$ cat config.mk
export PLATFORM = sky130hd
export DESIGN_NAME = ctd_control_decode
export DESIGN_NICKNAME = d
export VERILOG_FILES = /design/src/ctd_pkg.sv /design/src/ctd_classify.sv /design/src/ctd_page_jump.sv /design/src/ctd_control_decode.sv
export VERILOG_INCLUDE_DIRS = /design/src
export SDC_FILE = /design/constraint.sdc
export NUM_CORES = 1
export LEC_CHECK = 0
export BUFFER_PORTS_ARGS = -buffer_cell sky130_fd_sc_hd__buf_2
export CORE_AREA = 3 3 81 83
export DETAILED_ROUTE_END_ITERATION = 8
export DIE_AREA = 0 0 84 86
export PLACE_DENSITY_LB_ADDON = 0.05
export SLEW_MARGIN = 20
export SYNTH_ARGS = -nofsm -noshare
export SYNTH_HDL_FRONTEND = slang
export SYNTH_HIERARCHICAL = 1
export SYNTH_SLANG_ARGS = --single-unit
$ cat constraint.sdc
create_clock -name ref_clk -period 1.9 [get_ports ref_clk]
set_clock_uncertainty 0.05 [all_clocks]
set_input_delay 0.57 -clock ref_clk [delete_from_list [all_inputs] [get_ports ref_clk]]
set_output_delay 0.57 -clock ref_clk [all_outputs]
set_load 0.005 [all_outputs]
$ cat src/ctd_defs.svh
// constants for the control instruction decoder
`ifndef CTD_DEFS_SVH
`define CTD_DEFS_SVH

// word field positions
`define CTD_OP_HI 15
`define CTD_OP_LO 11
`define CTD_SUB_HI 10
`define CTD_SUB_LO 8
`define CTD_NH_HI 7
`define CTD_NH_LO 4
`define CTD_NL_HI 3
`define CTD_NL_LO 0
`define CTD_ADDR_HI 10
`define CTD_ADDR_LO 0

// widths
`define CTD_WORD_W 16
`define CTD_ADDR_W 11
`define CTD_PAGE_W 2

// major opcodes
`define CTD_OP_CTRL 5'h07
`define CTD_OP_JUMP0 5'h0C
`define CTD_OP_JUMP1 5'h0D
`define CTD_OP_JUMP2 5'h0E
`define CTD_OP_JUMP3 5'h0F
`define CTD_OP_CALL 5'h1C

// sub-codes of the control group
`define CTD_SUB_ALLOW 3'h0
`define CTD_SUB_BLOCK 3'h1
`define CTD_SUB_STOP 3'h2
`define CTD_SUB_HALT 3'h3
`define CTD_SUB_NOP 3'h4

// fixed nibbles
`define CTD_NIB_CTRL 4'hF
`define CTD_NIB_ZERO 4'h0

// page select values
`define CTD_PAGE_0 2'h0
`define CTD_PAGE_1 2'h1
`define CTD_PAGE_2 2'h2
`define CTD_PAGE_3 2'h3

// reset values
`define CTD_INTR_RST 1'b0
`define CTD_PAGE_RST 2'h0
`define CTD_SP_RST 8'h07

`endif

$ cat src/ctd_pkg.sv
// types shared by the control instruction decoder
package ctd_pkg;

    typedef struct packed {
        logic [4:0] op;
        logic [2:0] sub;
        logic [3:0] nib_hi;
        logic [3:0] nib_lo;
    } ctd_fields_t;

    typedef enum logic [3:0] {
        CTD_K_FOREIGN = 4'b0000,
        CTD_K_ALLOW = 4'b0001,
        CTD_K_BLOCK = 4'b0010,
        CTD_K_STOP = 4'b0011,
        CTD_K_HALT = 4'b0100,
        CTD_K_NOP = 4'b0101,
        CTD_K_CALL = 4'b0110,
        CTD_K_JUMP = 4'b0111,
        CTD_K_ILLEGAL = 4'b1000
    } ctd_kind_t;

    typedef enum logic [1:0] {
        CTD_S_RUN = 2'b00,
        CTD_S_STOPPED = 2'b01,
        CTD_S_HALTED = 2'b10
    } ctd_state_t;

    typedef struct packed {
        logic hit;
        logic [1:0] page;
    } ctd_jump_t;

endpackage : ctd_pkg

$ cat src/ctd_classify.sv
// splits an instruction word into fields and classifies the control group
`timescale 1ns/1ps
`include "ctd_defs.svh"

module ctd_classify (
    // instruction word
    input wire logic [`CTD_WORD_W-1:0] word,
    // decode result
    output ctd_pkg::ctd_fields_t fields,
    output ctd_pkg::ctd_kind_t kind
);

    always_comb begin
        fields.op = word[`CTD_OP_HI:`CTD_OP_LO];
        fields.sub = word[`CTD_SUB_HI:`CTD_SUB_LO];
        fields.nib_hi = word[`CTD_NH_HI:`CTD_NH_LO];
        fields.nib_lo = word[`CTD_NL_HI:`CTD_NL_LO];
    end

    always_comb begin
        kind = ctd_pkg::CTD_K_FOREIGN;
        if (fields.op == `CTD_OP_CALL) begin
            kind = ctd_pkg::CTD_K_CALL;
        end else if (fields.op[4:2] == 3'(`CTD_OP_JUMP0 >> 2)) begin
            kind = ctd_pkg::CTD_K_JUMP;
        end else if (fields.op == `CTD_OP_CTRL && fields.nib_hi == `CTD_NIB_CTRL) begin
            kind = ctd_pkg::CTD_K_ILLEGAL;
            case (fields.sub)
                `CTD_SUB_ALLOW: begin
                    if (fields.nib_lo == `CTD_NIB_ZERO) kind = ctd_pkg::CTD_K_ALLOW;
                end
                `CTD_SUB_BLOCK: begin
                    if (fields.nib_lo == `CTD_NIB_ZERO) kind = ctd_pkg::CTD_K_BLOCK;
                end
                `CTD_SUB_STOP: begin
                    kind = ctd_pkg::CTD_K_STOP;
                end
                `CTD_SUB_HALT: begin
                    kind = ctd_pkg::CTD_K_HALT;
                end
                `CTD_SUB_NOP: begin
                    if (fields.nib_lo == `CTD_NIB_ZERO) kind = ctd_pkg::CTD_K_NOP;
                end
                default: begin
                    kind = ctd_pkg::CTD_K_ILLEGAL;
                end
            endcase
        end
    end

endmodule : ctd_classify

$ cat src/ctd_page_jump.sv
// checks a jump opcode against the number of program pages of the variant
`timescale 1ns/1ps
`include "ctd_defs.svh"

module ctd_page_jump #(
    parameter int NUM_PAGES = 4
) (
    // major opcode
    input wire logic [4:0] op,
    // jump acceptance and page
    output ctd_pkg::ctd_jump_t jump
);

    function automatic ctd_pkg::ctd_jump_t page_of(input logic [4:0] code);
        ctd_pkg::ctd_jump_t res;
        res.hit = 1'b0;
        res.page = `CTD_PAGE_0;
        case (code)
            `CTD_OP_JUMP0: begin
                res.hit = 1'b1;
                res.page = `CTD_PAGE_0;
            end
            `CTD_OP_JUMP1: begin
                res.hit = NUM_PAGES >= 2;
                res.page = `CTD_PAGE_1;
            end
            `CTD_OP_JUMP2: begin
                res.hit = NUM_PAGES >= 3;
                res.page = `CTD_PAGE_2;
            end
            `CTD_OP_JUMP3: begin
                res.hit = NUM_PAGES >= 4;
                res.page = `CTD_PAGE_3;
            end
            default: begin
                res.hit = 1'b0;
            end
        endcase
        // a single-page part has no page select at all
        if (NUM_PAGES < 2) begin
            res.page = `CTD_PAGE_0;
        end
        return res;
    endfunction : page_of

    assign jump = page_of(op);

endmodule : ctd_page_jump

$ cat src/ctd_control_decode.sv
// control group instruction decoder with interrupt flag, jump, call and low-power requests
`timescale 1ns/1ps
`include "ctd_defs.svh"

// ----------------------------------------------------------------------------
// ----------------------------------------------------------------------------
module ctd_control_decode #(
    parameter int NUM_PAGES = 4,
    parameter int PC_W = 13,
    parameter int SP_W = 3
) (
    // clock and reset
    input wire logic ref_clk,
    input wire logic resetn,
    // instruction word from program memory
    input wire logic [`CTD_WORD_W-1:0] instr_word,
    input wire logic instr_valid,
    output logic instr_ready,
    // core context
    input wire logic [PC_W-1:0] pc_now,
    input wire logic wake_req,
    // interrupt enable
    output logic intr_allow_flag,
    // program counter control
    output logic pc_load,
    output logic [`CTD_ADDR_W-1:0] pc_target,
    output logic [`CTD_PAGE_W-1:0] page_sel,
    output logic pc_advance,
    // subroutine stack
    output logic stack_push,
    output logic [PC_W-1:0] push_data,
    output logic [SP_W-1:0] stack_ptr,
    // low-power requests
    output logic stop_req,
    output logic halt_req,
    output logic [3:0] mode_operand,
    output ctd_pkg::ctd_state_t core_state,
    // decode status
    output logic nop_seen,
    output logic illegal_seen,
    output logic foreign_seen,
    output ctd_pkg::ctd_kind_t last_kind
);

    // ------------------------------------------------------------------------
    // decode
    // ------------------------------------------------------------------------
    ctd_pkg::ctd_fields_t fields;
    ctd_pkg::ctd_kind_t kind;
    ctd_pkg::ctd_jump_t jump;
    logic take;
    logic jump_ok;
    logic jump_bad;

    ctd_classify u_classify (
        .word(instr_word),
        .fields(fields),
        .kind(kind)
    );

    ctd_page_jump #(
        .NUM_PAGES(NUM_PAGES)
    ) u_page_jump (
        .op(fields.op),
        .jump(jump)
    );

    ctd_pkg::ctd_state_t state_r;
    ctd_pkg::ctd_state_t state_nxt;

    // words are only taken while the core runs
    assign instr_ready = (state_r == ctd_pkg::CTD_S_RUN);
    assign take = instr_valid && instr_ready;
    assign jump_ok = (kind == ctd_pkg::CTD_K_JUMP) && jump.hit;
    assign jump_bad = (kind == ctd_pkg::CTD_K_JUMP) && !jump.hit;

    // ------------------------------------------------------------------------
    // interrupt enable flag
    // ------------------------------------------------------------------------
    logic intr_r;

    always_ff @(posedge ref_clk or negedge resetn) begin
        if (!resetn) begin
            intr_r <= `CTD_INTR_RST;
        end else if (take && kind == ctd_pkg::CTD_K_ALLOW) begin
            intr_r <= 1'b1;
        end else if (take && kind == ctd_pkg::CTD_K_BLOCK) begin
            intr_r <= 1'b0;
        end
    end

    assign intr_allow_flag = intr_r;

    // ------------------------------------------------------------------------
    // program counter load and page select
    // ------------------------------------------------------------------------
    logic load_r;
    logic [`CTD_ADDR_W-1:0] target_r;
    logic [`CTD_PAGE_W-1:0] page_r;

    always_ff @(posedge ref_clk or negedge resetn) begin
        if (!resetn) begin
            load_r <= 1'b0;
        end else begin
            load_r <= take && (jump_ok || kind == ctd_pkg::CTD_K_CALL);
        end
    end

    always_ff @(posedge ref_clk or negedge resetn) begin
        if (!resetn) begin
            target_r <= '0;
        end else if (take && (jump_ok || kind == ctd_pkg::CTD_K_CALL)) begin
            target_r <= instr_word[`CTD_ADDR_HI:`CTD_ADDR_LO];
        end
    end

    // page select keeps its value between loads
    always_ff @(posedge ref_clk or negedge resetn) begin
        if (!resetn) begin
            page_r <= `CTD_PAGE_RST;
        end else if (take && jump_ok) begin
            page_r <= jump.page;
        end else if (take && kind == ctd_pkg::CTD_K_CALL) begin
            page_r <= `CTD_PAGE_0;
        end
    end

    assign pc_load = load_r;
    assign pc_target = target_r;
    assign page_sel = page_r;

    // ------------------------------------------------------------------------
    // plain advance of the program counter
    // ------------------------------------------------------------------------
    logic adv_r;
    logic adv_nxt;

    always_comb begin
        adv_nxt = 1'b0;
        if (take) begin
            case (kind)
                ctd_pkg::CTD_K_ALLOW: adv_nxt = 1'b1;
                ctd_pkg::CTD_K_BLOCK: adv_nxt = 1'b1;
                ctd_pkg::CTD_K_STOP: adv_nxt = 1'b1;
                ctd_pkg::CTD_K_HALT: adv_nxt = 1'b1;
                ctd_pkg::CTD_K_NOP: adv_nxt = 1'b1;
                default: adv_nxt = 1'b0;
            endcase
        end
    end

    always_ff @(posedge ref_clk or negedge resetn) begin
        if (!resetn) begin
            adv_r <= 1'b0;
        end else begin
            adv_r <= adv_nxt;
        end
    end

    assign pc_advance = adv_r;

    // ------------------------------------------------------------------------
    // subroutine stack pointer and push
    // ------------------------------------------------------------------------
    logic push_r;
    logic [PC_W-1:0] push_data_r;
    logic [SP_W-1:0] sp_r;

    always_ff @(posedge ref_clk or negedge resetn) begin
        if (!resetn) begin
            push_r <= 1'b0;
        end else begin
            push_r <= take && kind == ctd_pkg::CTD_K_CALL;
        end
    end

    always_ff @(posedge ref_clk or negedge resetn) begin
        if (!resetn) begin
            push_data_r <= '0;
        end else if (take && kind == ctd_pkg::CTD_K_CALL) begin
            push_data_r <= pc_now;
        end
    end

    // pointer wraps on overflow; the stack owner guards depth
    always_ff @(posedge ref_clk or negedge resetn) begin
        if (!resetn) begin
            sp_r <= SP_W'(`CTD_SP_RST);
        end else if (take && kind == ctd_pkg::CTD_K_CALL) begin
            sp_r <= sp_r - SP_W'(1);
        end
    end

    assign stack_push = push_r;
    assign push_data = push_data_r;
    assign stack_ptr = sp_r;

    // ------------------------------------------------------------------------
    // stop and halt requests
    // ------------------------------------------------------------------------
    logic stop_r;
    logic halt_r;
    logic [3:0] operand_r;

    always_ff @(posedge ref_clk or negedge resetn) begin
        if (!resetn) begin
            stop_r <= 1'b0;
            halt_r <= 1'b0;
        end else begin
            stop_r <= take && kind == ctd_pkg::CTD_K_STOP;
            halt_r <= take && kind == ctd_pkg::CTD_K_HALT;
        end
    end

    always_ff @(posedge ref_clk or negedge resetn) begin
        if (!resetn) begin
            operand_r <= 4'h0;
        end else if (take && (kind == ctd_pkg::CTD_K_STOP || kind == ctd_pkg::CTD_K_HALT)) begin
            operand_r <= fields.nib_lo;
        end
    end

    assign stop_req = stop_r;
    assign halt_req = halt_r;
    assign mode_operand = operand_r;

    // ------------------------------------------------------------------------
    // core state: fetch is held off while stopped or halted
    // ------------------------------------------------------------------------
    always_comb begin
        state_nxt = state_r;
        case (state_r)
            ctd_pkg::CTD_S_RUN: begin
                if (take && kind == ctd_pkg::CTD_K_STOP) begin
                    state_nxt = ctd_pkg::CTD_S_STOPPED;
                end else if (take && kind == ctd_pkg::CTD_K_HALT) begin
                    state_nxt = ctd_pkg::CTD_S_HALTED;
                end
            end
            ctd_pkg::CTD_S_STOPPED: begin
                if (wake_req) state_nxt = ctd_pkg::CTD_S_RUN;
            end
            ctd_pkg::CTD_S_HALTED: begin
                if (wake_req) state_nxt = ctd_pkg::CTD_S_RUN;
            end
            default: begin
                state_nxt = ctd_pkg::CTD_S_RUN;
            end
        endcase
    end

    always_ff @(posedge ref_clk or negedge resetn) begin
        if (!resetn) begin
            state_r <= ctd_pkg::CTD_S_RUN;
        end else begin
            state_r <= state_nxt;
        end
    end

    assign core_state = state_r;

    // ------------------------------------------------------------------------
    // decode status
    // ------------------------------------------------------------------------
    logic nop_r;
    logic illegal_r;
    logic foreign_r;
    ctd_pkg::ctd_kind_t kind_r;

    always_ff @(posedge ref_clk or negedge resetn) begin
        if (!resetn) begin
            nop_r <= 1'b0;
            illegal_r <= 1'b0;
            foreign_r <= 1'b0;
        end else begin
            nop_r <= take && kind == ctd_pkg::CTD_K_NOP;
            illegal_r <= take && (kind == ctd_pkg::CTD_K_ILLEGAL || jump_bad);
            foreign_r <= take && kind == ctd_pkg::CTD_K_FOREIGN;
        end
    end

    // unsupported jump opcodes report as illegal
    always_ff @(posedge ref_clk or negedge resetn) begin
        if (!resetn) begin
            kind_r <= ctd_pkg::CTD_K_FOREIGN;
        end else if (take) begin
            kind_r <= jump_bad ? ctd_pkg::CTD_K_ILLEGAL : kind;
        end
    end

    assign nop_seen = nop_r;
    assign illegal_seen = illegal_r;
    assign foreign_seen = foreign_r;
    assign last_kind = kind_r;

endmodule : ctd_control_decode

# ---- Word level (Yosys, flattened, before mapping)
# Index checks and enable logic that the tools add are counted.
dict set report classes {
  eq_ne 24
  muxes 20
  reduce_logical 29
  add_sub_neg 1
}
# operator n
set ops {}
lappend ops {{4-bit two-way mux} 7}
lappend ops {{5-bit by 4-bit == test with 1-bit output (second input constant)} 4}
lappend ops {{4-bit one-hot mux with 5 select lines} 1}
lappend ops {{4-bit by 3-bit == test with 1-bit output (second input constant)} 4}
lappend ops {{1-bit logical AND} 15}
lappend ops {{2-bit two-way mux} 5}
lappend ops {{3-bit by 2-bit == test with 1-bit output (second input constant)} 3}
lappend ops {{4-bit by 2-bit == test with 1-bit output (second input constant)} 2}
lappend ops {{4-bit == test (second input constant)} 2}
lappend ops {{4-bit zero test} 2}
lappend ops {{2-bit one-hot mux with 3 select lines} 1}
lappend ops {{5-bit by 3-bit == test with 1-bit output (second input constant)} 1}
lappend ops {{5-bit == test (second input constant)} 1}
lappend ops {{1-bit two-way mux} 5}
lappend ops {{5-bit OR reduction} 1}
lappend ops {{4-bit by 1-bit == test with 1-bit output (second input constant)} 1}
lappend ops {{2-bit one-hot mux with 2 select lines} 1}
lappend ops {{2-bit nonzero test} 2}
lappend ops {{4-bit OR reduction} 1}
lappend ops {{3-bit by 1-bit == test with 1-bit output (second input constant)} 1}
lappend ops {{3-bit == test (second input constant)} 1}
lappend ops {{3-bit zero test} 1}
lappend ops {{1-bit logical OR} 3}
lappend ops {{3-bit by 1-bit inequality test with 1-bit output (second input constant)} 1}
lappend ops {{other kinds (8)} 8}
dict set report word_totals {
  output_inout_bits 49
  input_bits 33
  reg_bits 48
  elab_cells 90
}

# ---- Depth between registers and ports, before layout
dict set report depth {
  depth_word 11
  ltp_mapped 8
  depth_no_buf 6
}

# ---- Cells and area by module
# Netlist, hierarchy kept.
# mod area_per_inst_um2 cells_per_inst instances seq_area_each_um2
set modules_own_cells {}
lappend modules_own_cells {ctd_control_decode 2074.5 154 1 1204.9}
lappend modules_own_cells {ctd_classify 266.5 36 1 0.0}
lappend modules_own_cells {ctd_page_jump 30.0 3 1 0.0}

# ---- Worst setup path after synthesis
# OpenSTA, ideal clock, no wires.
dict set report synth_timing {
  kind {input port to flip-flop}
  from {input instr_word[6]}
  to {register push_data_r[10] (netlist: push_data[10])}
  setup_ns 0.125
  path_buffers 2
  arrival_time_ns 2.503
  slack_ns -0.778
  stages 8
  cell_sequence {nand4_1 -> or4b_4 -> o31ai_1 -> buf_2 -> nand2_2 -> nor3_4 -> buf_6 -> mux2_2}
}
dict set report synth_via {
  elab_chain_len 7
}
# element line
set synth_rtl {}
lappend synth_rtl {{start, declared} ctd_control_decode.sv:16} ;# input wire logic [`CTD_WORD_W-1:0] instr_word,
lappend synth_rtl {{4-bit == test (no source line)} -}
lappend synth_rtl {{1-bit logical AND (no source line)} -}
lappend synth_rtl {{4-bit two-way mux} ctd_classify.sv:26} ;# end else if (fields.op == `CTD_OP_CTRL && fields.nib_hi == `CTD_NIB_CTRL) begin
lappend synth_rtl {{4-bit two-way mux} ctd_classify.sv:24} ;# end else if (fields.op[4:2] == 3'(`CTD_OP_JUMP0 >> 2)) begin
lappend synth_rtl {{4-bit two-way mux} ctd_classify.sv:22} ;# if (fields.op == `CTD_OP_CALL) begin
lappend synth_rtl {{via kind[1]} ctd_control_decode.sv:49} ;# ctd_pkg::ctd_kind_t kind;
lappend synth_rtl {{4-bit by 3-bit == test with 1-bit output} ctd_control_decode.sv:180} ;# end else if (take && kind == ctd_pkg::CTD_K_CALL) begin
lappend synth_rtl {{1-bit logical AND} ctd_control_decode.sv:180}
lappend synth_rtl {{end signal, assigned} ctd_control_decode.sv:181} ;# push_data_r <= pc_now;
lappend synth_rtl {{end, declared} ctd_control_decode.sv:166} ;# logic [PC_W-1:0] push_data_r;
# The timed path passes the listed nets, and every way through them passes these cells.
# A chain may end at the register's enable or synchronous reset.

# ---- Final worst setup path
dict set report layout_timing {
  from {input instr_word[6]}
  to {register push_data_r[9] (netlist: push_data[9])}
}
# Same word-level chain as after synthesis.

==> summary.md <==
| Metric | Value |
|---|---|
| Setup ws final | `-529.9 ps` |
| Max Root-Sink Buffers | `2` |
| Wire per inst | `15.17 µm` |
| Reg clk slew, reported paths | `90 ps` |
| Detailed Place HPWL | `3.891 mm` |
| Mean Syn Cell Area | `12.46 µm²` |
| Max-cap violations | `0` |
| RSZ-0062 raised after global routing | `true` |
| Row Count | `28` |
| GRT overflow | `0` |
| DRT iter0 DRCs | `58` |
| Net count, final | `344` |
| Antenna violations before repair | `0` |
| Vias in the first global route | `about 2000` |
| Critical Path Max Stage Delay | `between 500 and 600 ps` |
| Synthesized instance count | `186` |
| Commonest non-fill, non-tap cells in the layout | `buf_2, dfrtp_1, buf_4` |
| Worst Hold Slack | `189.6 ps` |
| Vias per cell | `around 4.9` |
| Failing checks | `setup timing` |
| Static leakage | `1.793 nW` |
| Non-Filler Instances | `385` |
| Core area | `about 5900 µm²` |
| DR pass1 iterations | `4` |
| Post-Place Worst Slack | `-882.8 ps` |
| Largest net degree at the start of global routing | `49` |
| Final WL | `5.839 mm` |
| Req. time, crit path | `2030 ps` |
| Die ar. | `7224 µm²` |
| Vias | `1886` |
| Final min period | `~2400 ps` |
| Post-route DRC violation count | `0` |
| Top delay family on crit path | `simple AND/OR/NAND/NOR gates` |
| Die Wd | `84 µm` |
| Outcome | `complete, but fails checks` |
| Worst rel slew slack | `0.7652` |
| Type of origin of the critical path | `input port` |
| Final setup violation count | `48` |
| Crit-path most repeated cell | `buf_6` |
| Maximum clock rate | `411.5 MHz` |
| IO buf count | `81` |
| Placed insts | `363` |
| Post-Syn Area | `2318 µm²` |
| Remaining antenna violation count | `0` |
| Post-DP Area | `3024 µm²` |
| Crit path cell chain | `buf_6 > nand4_1 > or4b_4 > o31ai_2 > buf_4 > nand2_4 > nor3_4 > buf_6 > buf_12 > mux2_4` |
| Area Overhead vs Synth | `55.59%` |
| Final setup TNS | `-20540 ps` |
| Max-slew violations | `0` |
| Final period utilization | `1.279` |
| Ports | `82` |
| Ratio of cells with drive above 1 in the final layout | `0.6645` |
| First-pass GRT wire length | `roughly 9.9 mm` |
| Ant diodes | `0` |
| Most common cell after layout, fill and taps aside | `buf_2` |
| CTS tree | `built` |
| Crit end category | `register` |
| Worst-Margin Slew | `350.6 ps` |
| Syn Nets | `221` |
| GRT Util Overall | `0.1682` |
| CP max stage cell | `or4b_4` |
| WP data arrival | `around 2600 ps` |
| Skew-Pair Late Insertion Delay | `290 ps` |
| VDD IR-drop max | `577.9 µV` |
| Post-CTS Hold Fix Bufs | `0` |
| Post-Layout Inst Area | `around 3600 µm²` |
| Die Y | `between 80 and 90 µm` |
| Final Hold Vio Count | `0` |
| Sink Count | `48` |
| Root buf cell | `clkbuf_8` |
| CP Buf/Inv Count | `4` |
| GPL Wtd Cong | `0.7830` |
| H-tree depth | `2` |
| Synth Warn # | `6` |
| Pwr dens | `883.9 nW/µm²` |
| CP Max Fanout | `8` |
| WS Path Type | `in -> reg` |
| Min-Delay Path Class | `in -> async` |
| Initial core utilization | `0.3916` |
| CTS buffer count | `5` |
## metrics by stage
stage	power (W)	util
6_report	0.003188	0.6093
5_1_grt	0.003422	0.6093
4_1_cts	0.003207	0.6012
3_5_place_dp	0.002427	0.5108
3_3_place_gp	0.002416	0.5108
2_1_floorplan	0.001937	-
## path summary, 6_finish.rpt
path | from | to | slack, ps | depth (start not counted)
setup / recovery | instr_word[6] | push_data[9] | -530 | 10
hold / removal | resetn | foreign_seen | 190 | 2
setup reg to reg | core_state[0] | pc_target[3] | 60 | 7
hold reg to reg | last_kind[0] | last_kind[0] | 430 | 2
max in group asynchronous | resetn | stack_ptr[1] | 1330 | 2
min in group ref_clk | last_kind[0] | last_kind[0] | 430 | 2
## routing by layer
layer,global-route usage,part of all wire,vias to the layer above
met5,0,0,-
met4,0.03509,0.0079,0
met1,0.2244,0.45,911
met3,0.03746,0.050,4
met2,0.2827,0.49,53
li1,-,-,918
## state kept, by name, summed over array words and instances, names as in the netlist, 2 cells and up
register      cells
page_sel          2
push_data        13
core_state        2
last_kind         4
mode_operand      4
pc_target        11
stack_ptr         3
## power breakdown
| group | leakage, nW | switching [W] | internal, W |
|---|---|---|---|
| registers | 0.620 | 0.000146 | 0.00129 |
| clock network | 0.0510 | 0.000329 | 0.000291 |
| logic | 1.12 | 0.000490 | 0.000646 |
## layout make-up
type,instances,area (µm²)
fill,520,2313
inverter,9,36.28
timing repair buffer,132,985.9
multi-input combinational,113,1194
clock buffer,6,82.58
sequential,48,1205
tap,75,93.84
clock inverter,2,10.01
## repair_timing
item	in CTS	in global routing
resized for setup	70	9
setup endpoints to repair	49	49
cloned	2	0
pin swaps	18	3
setup buffers	14	1
No activity file was read; power rests on OpenSTA's default activity.
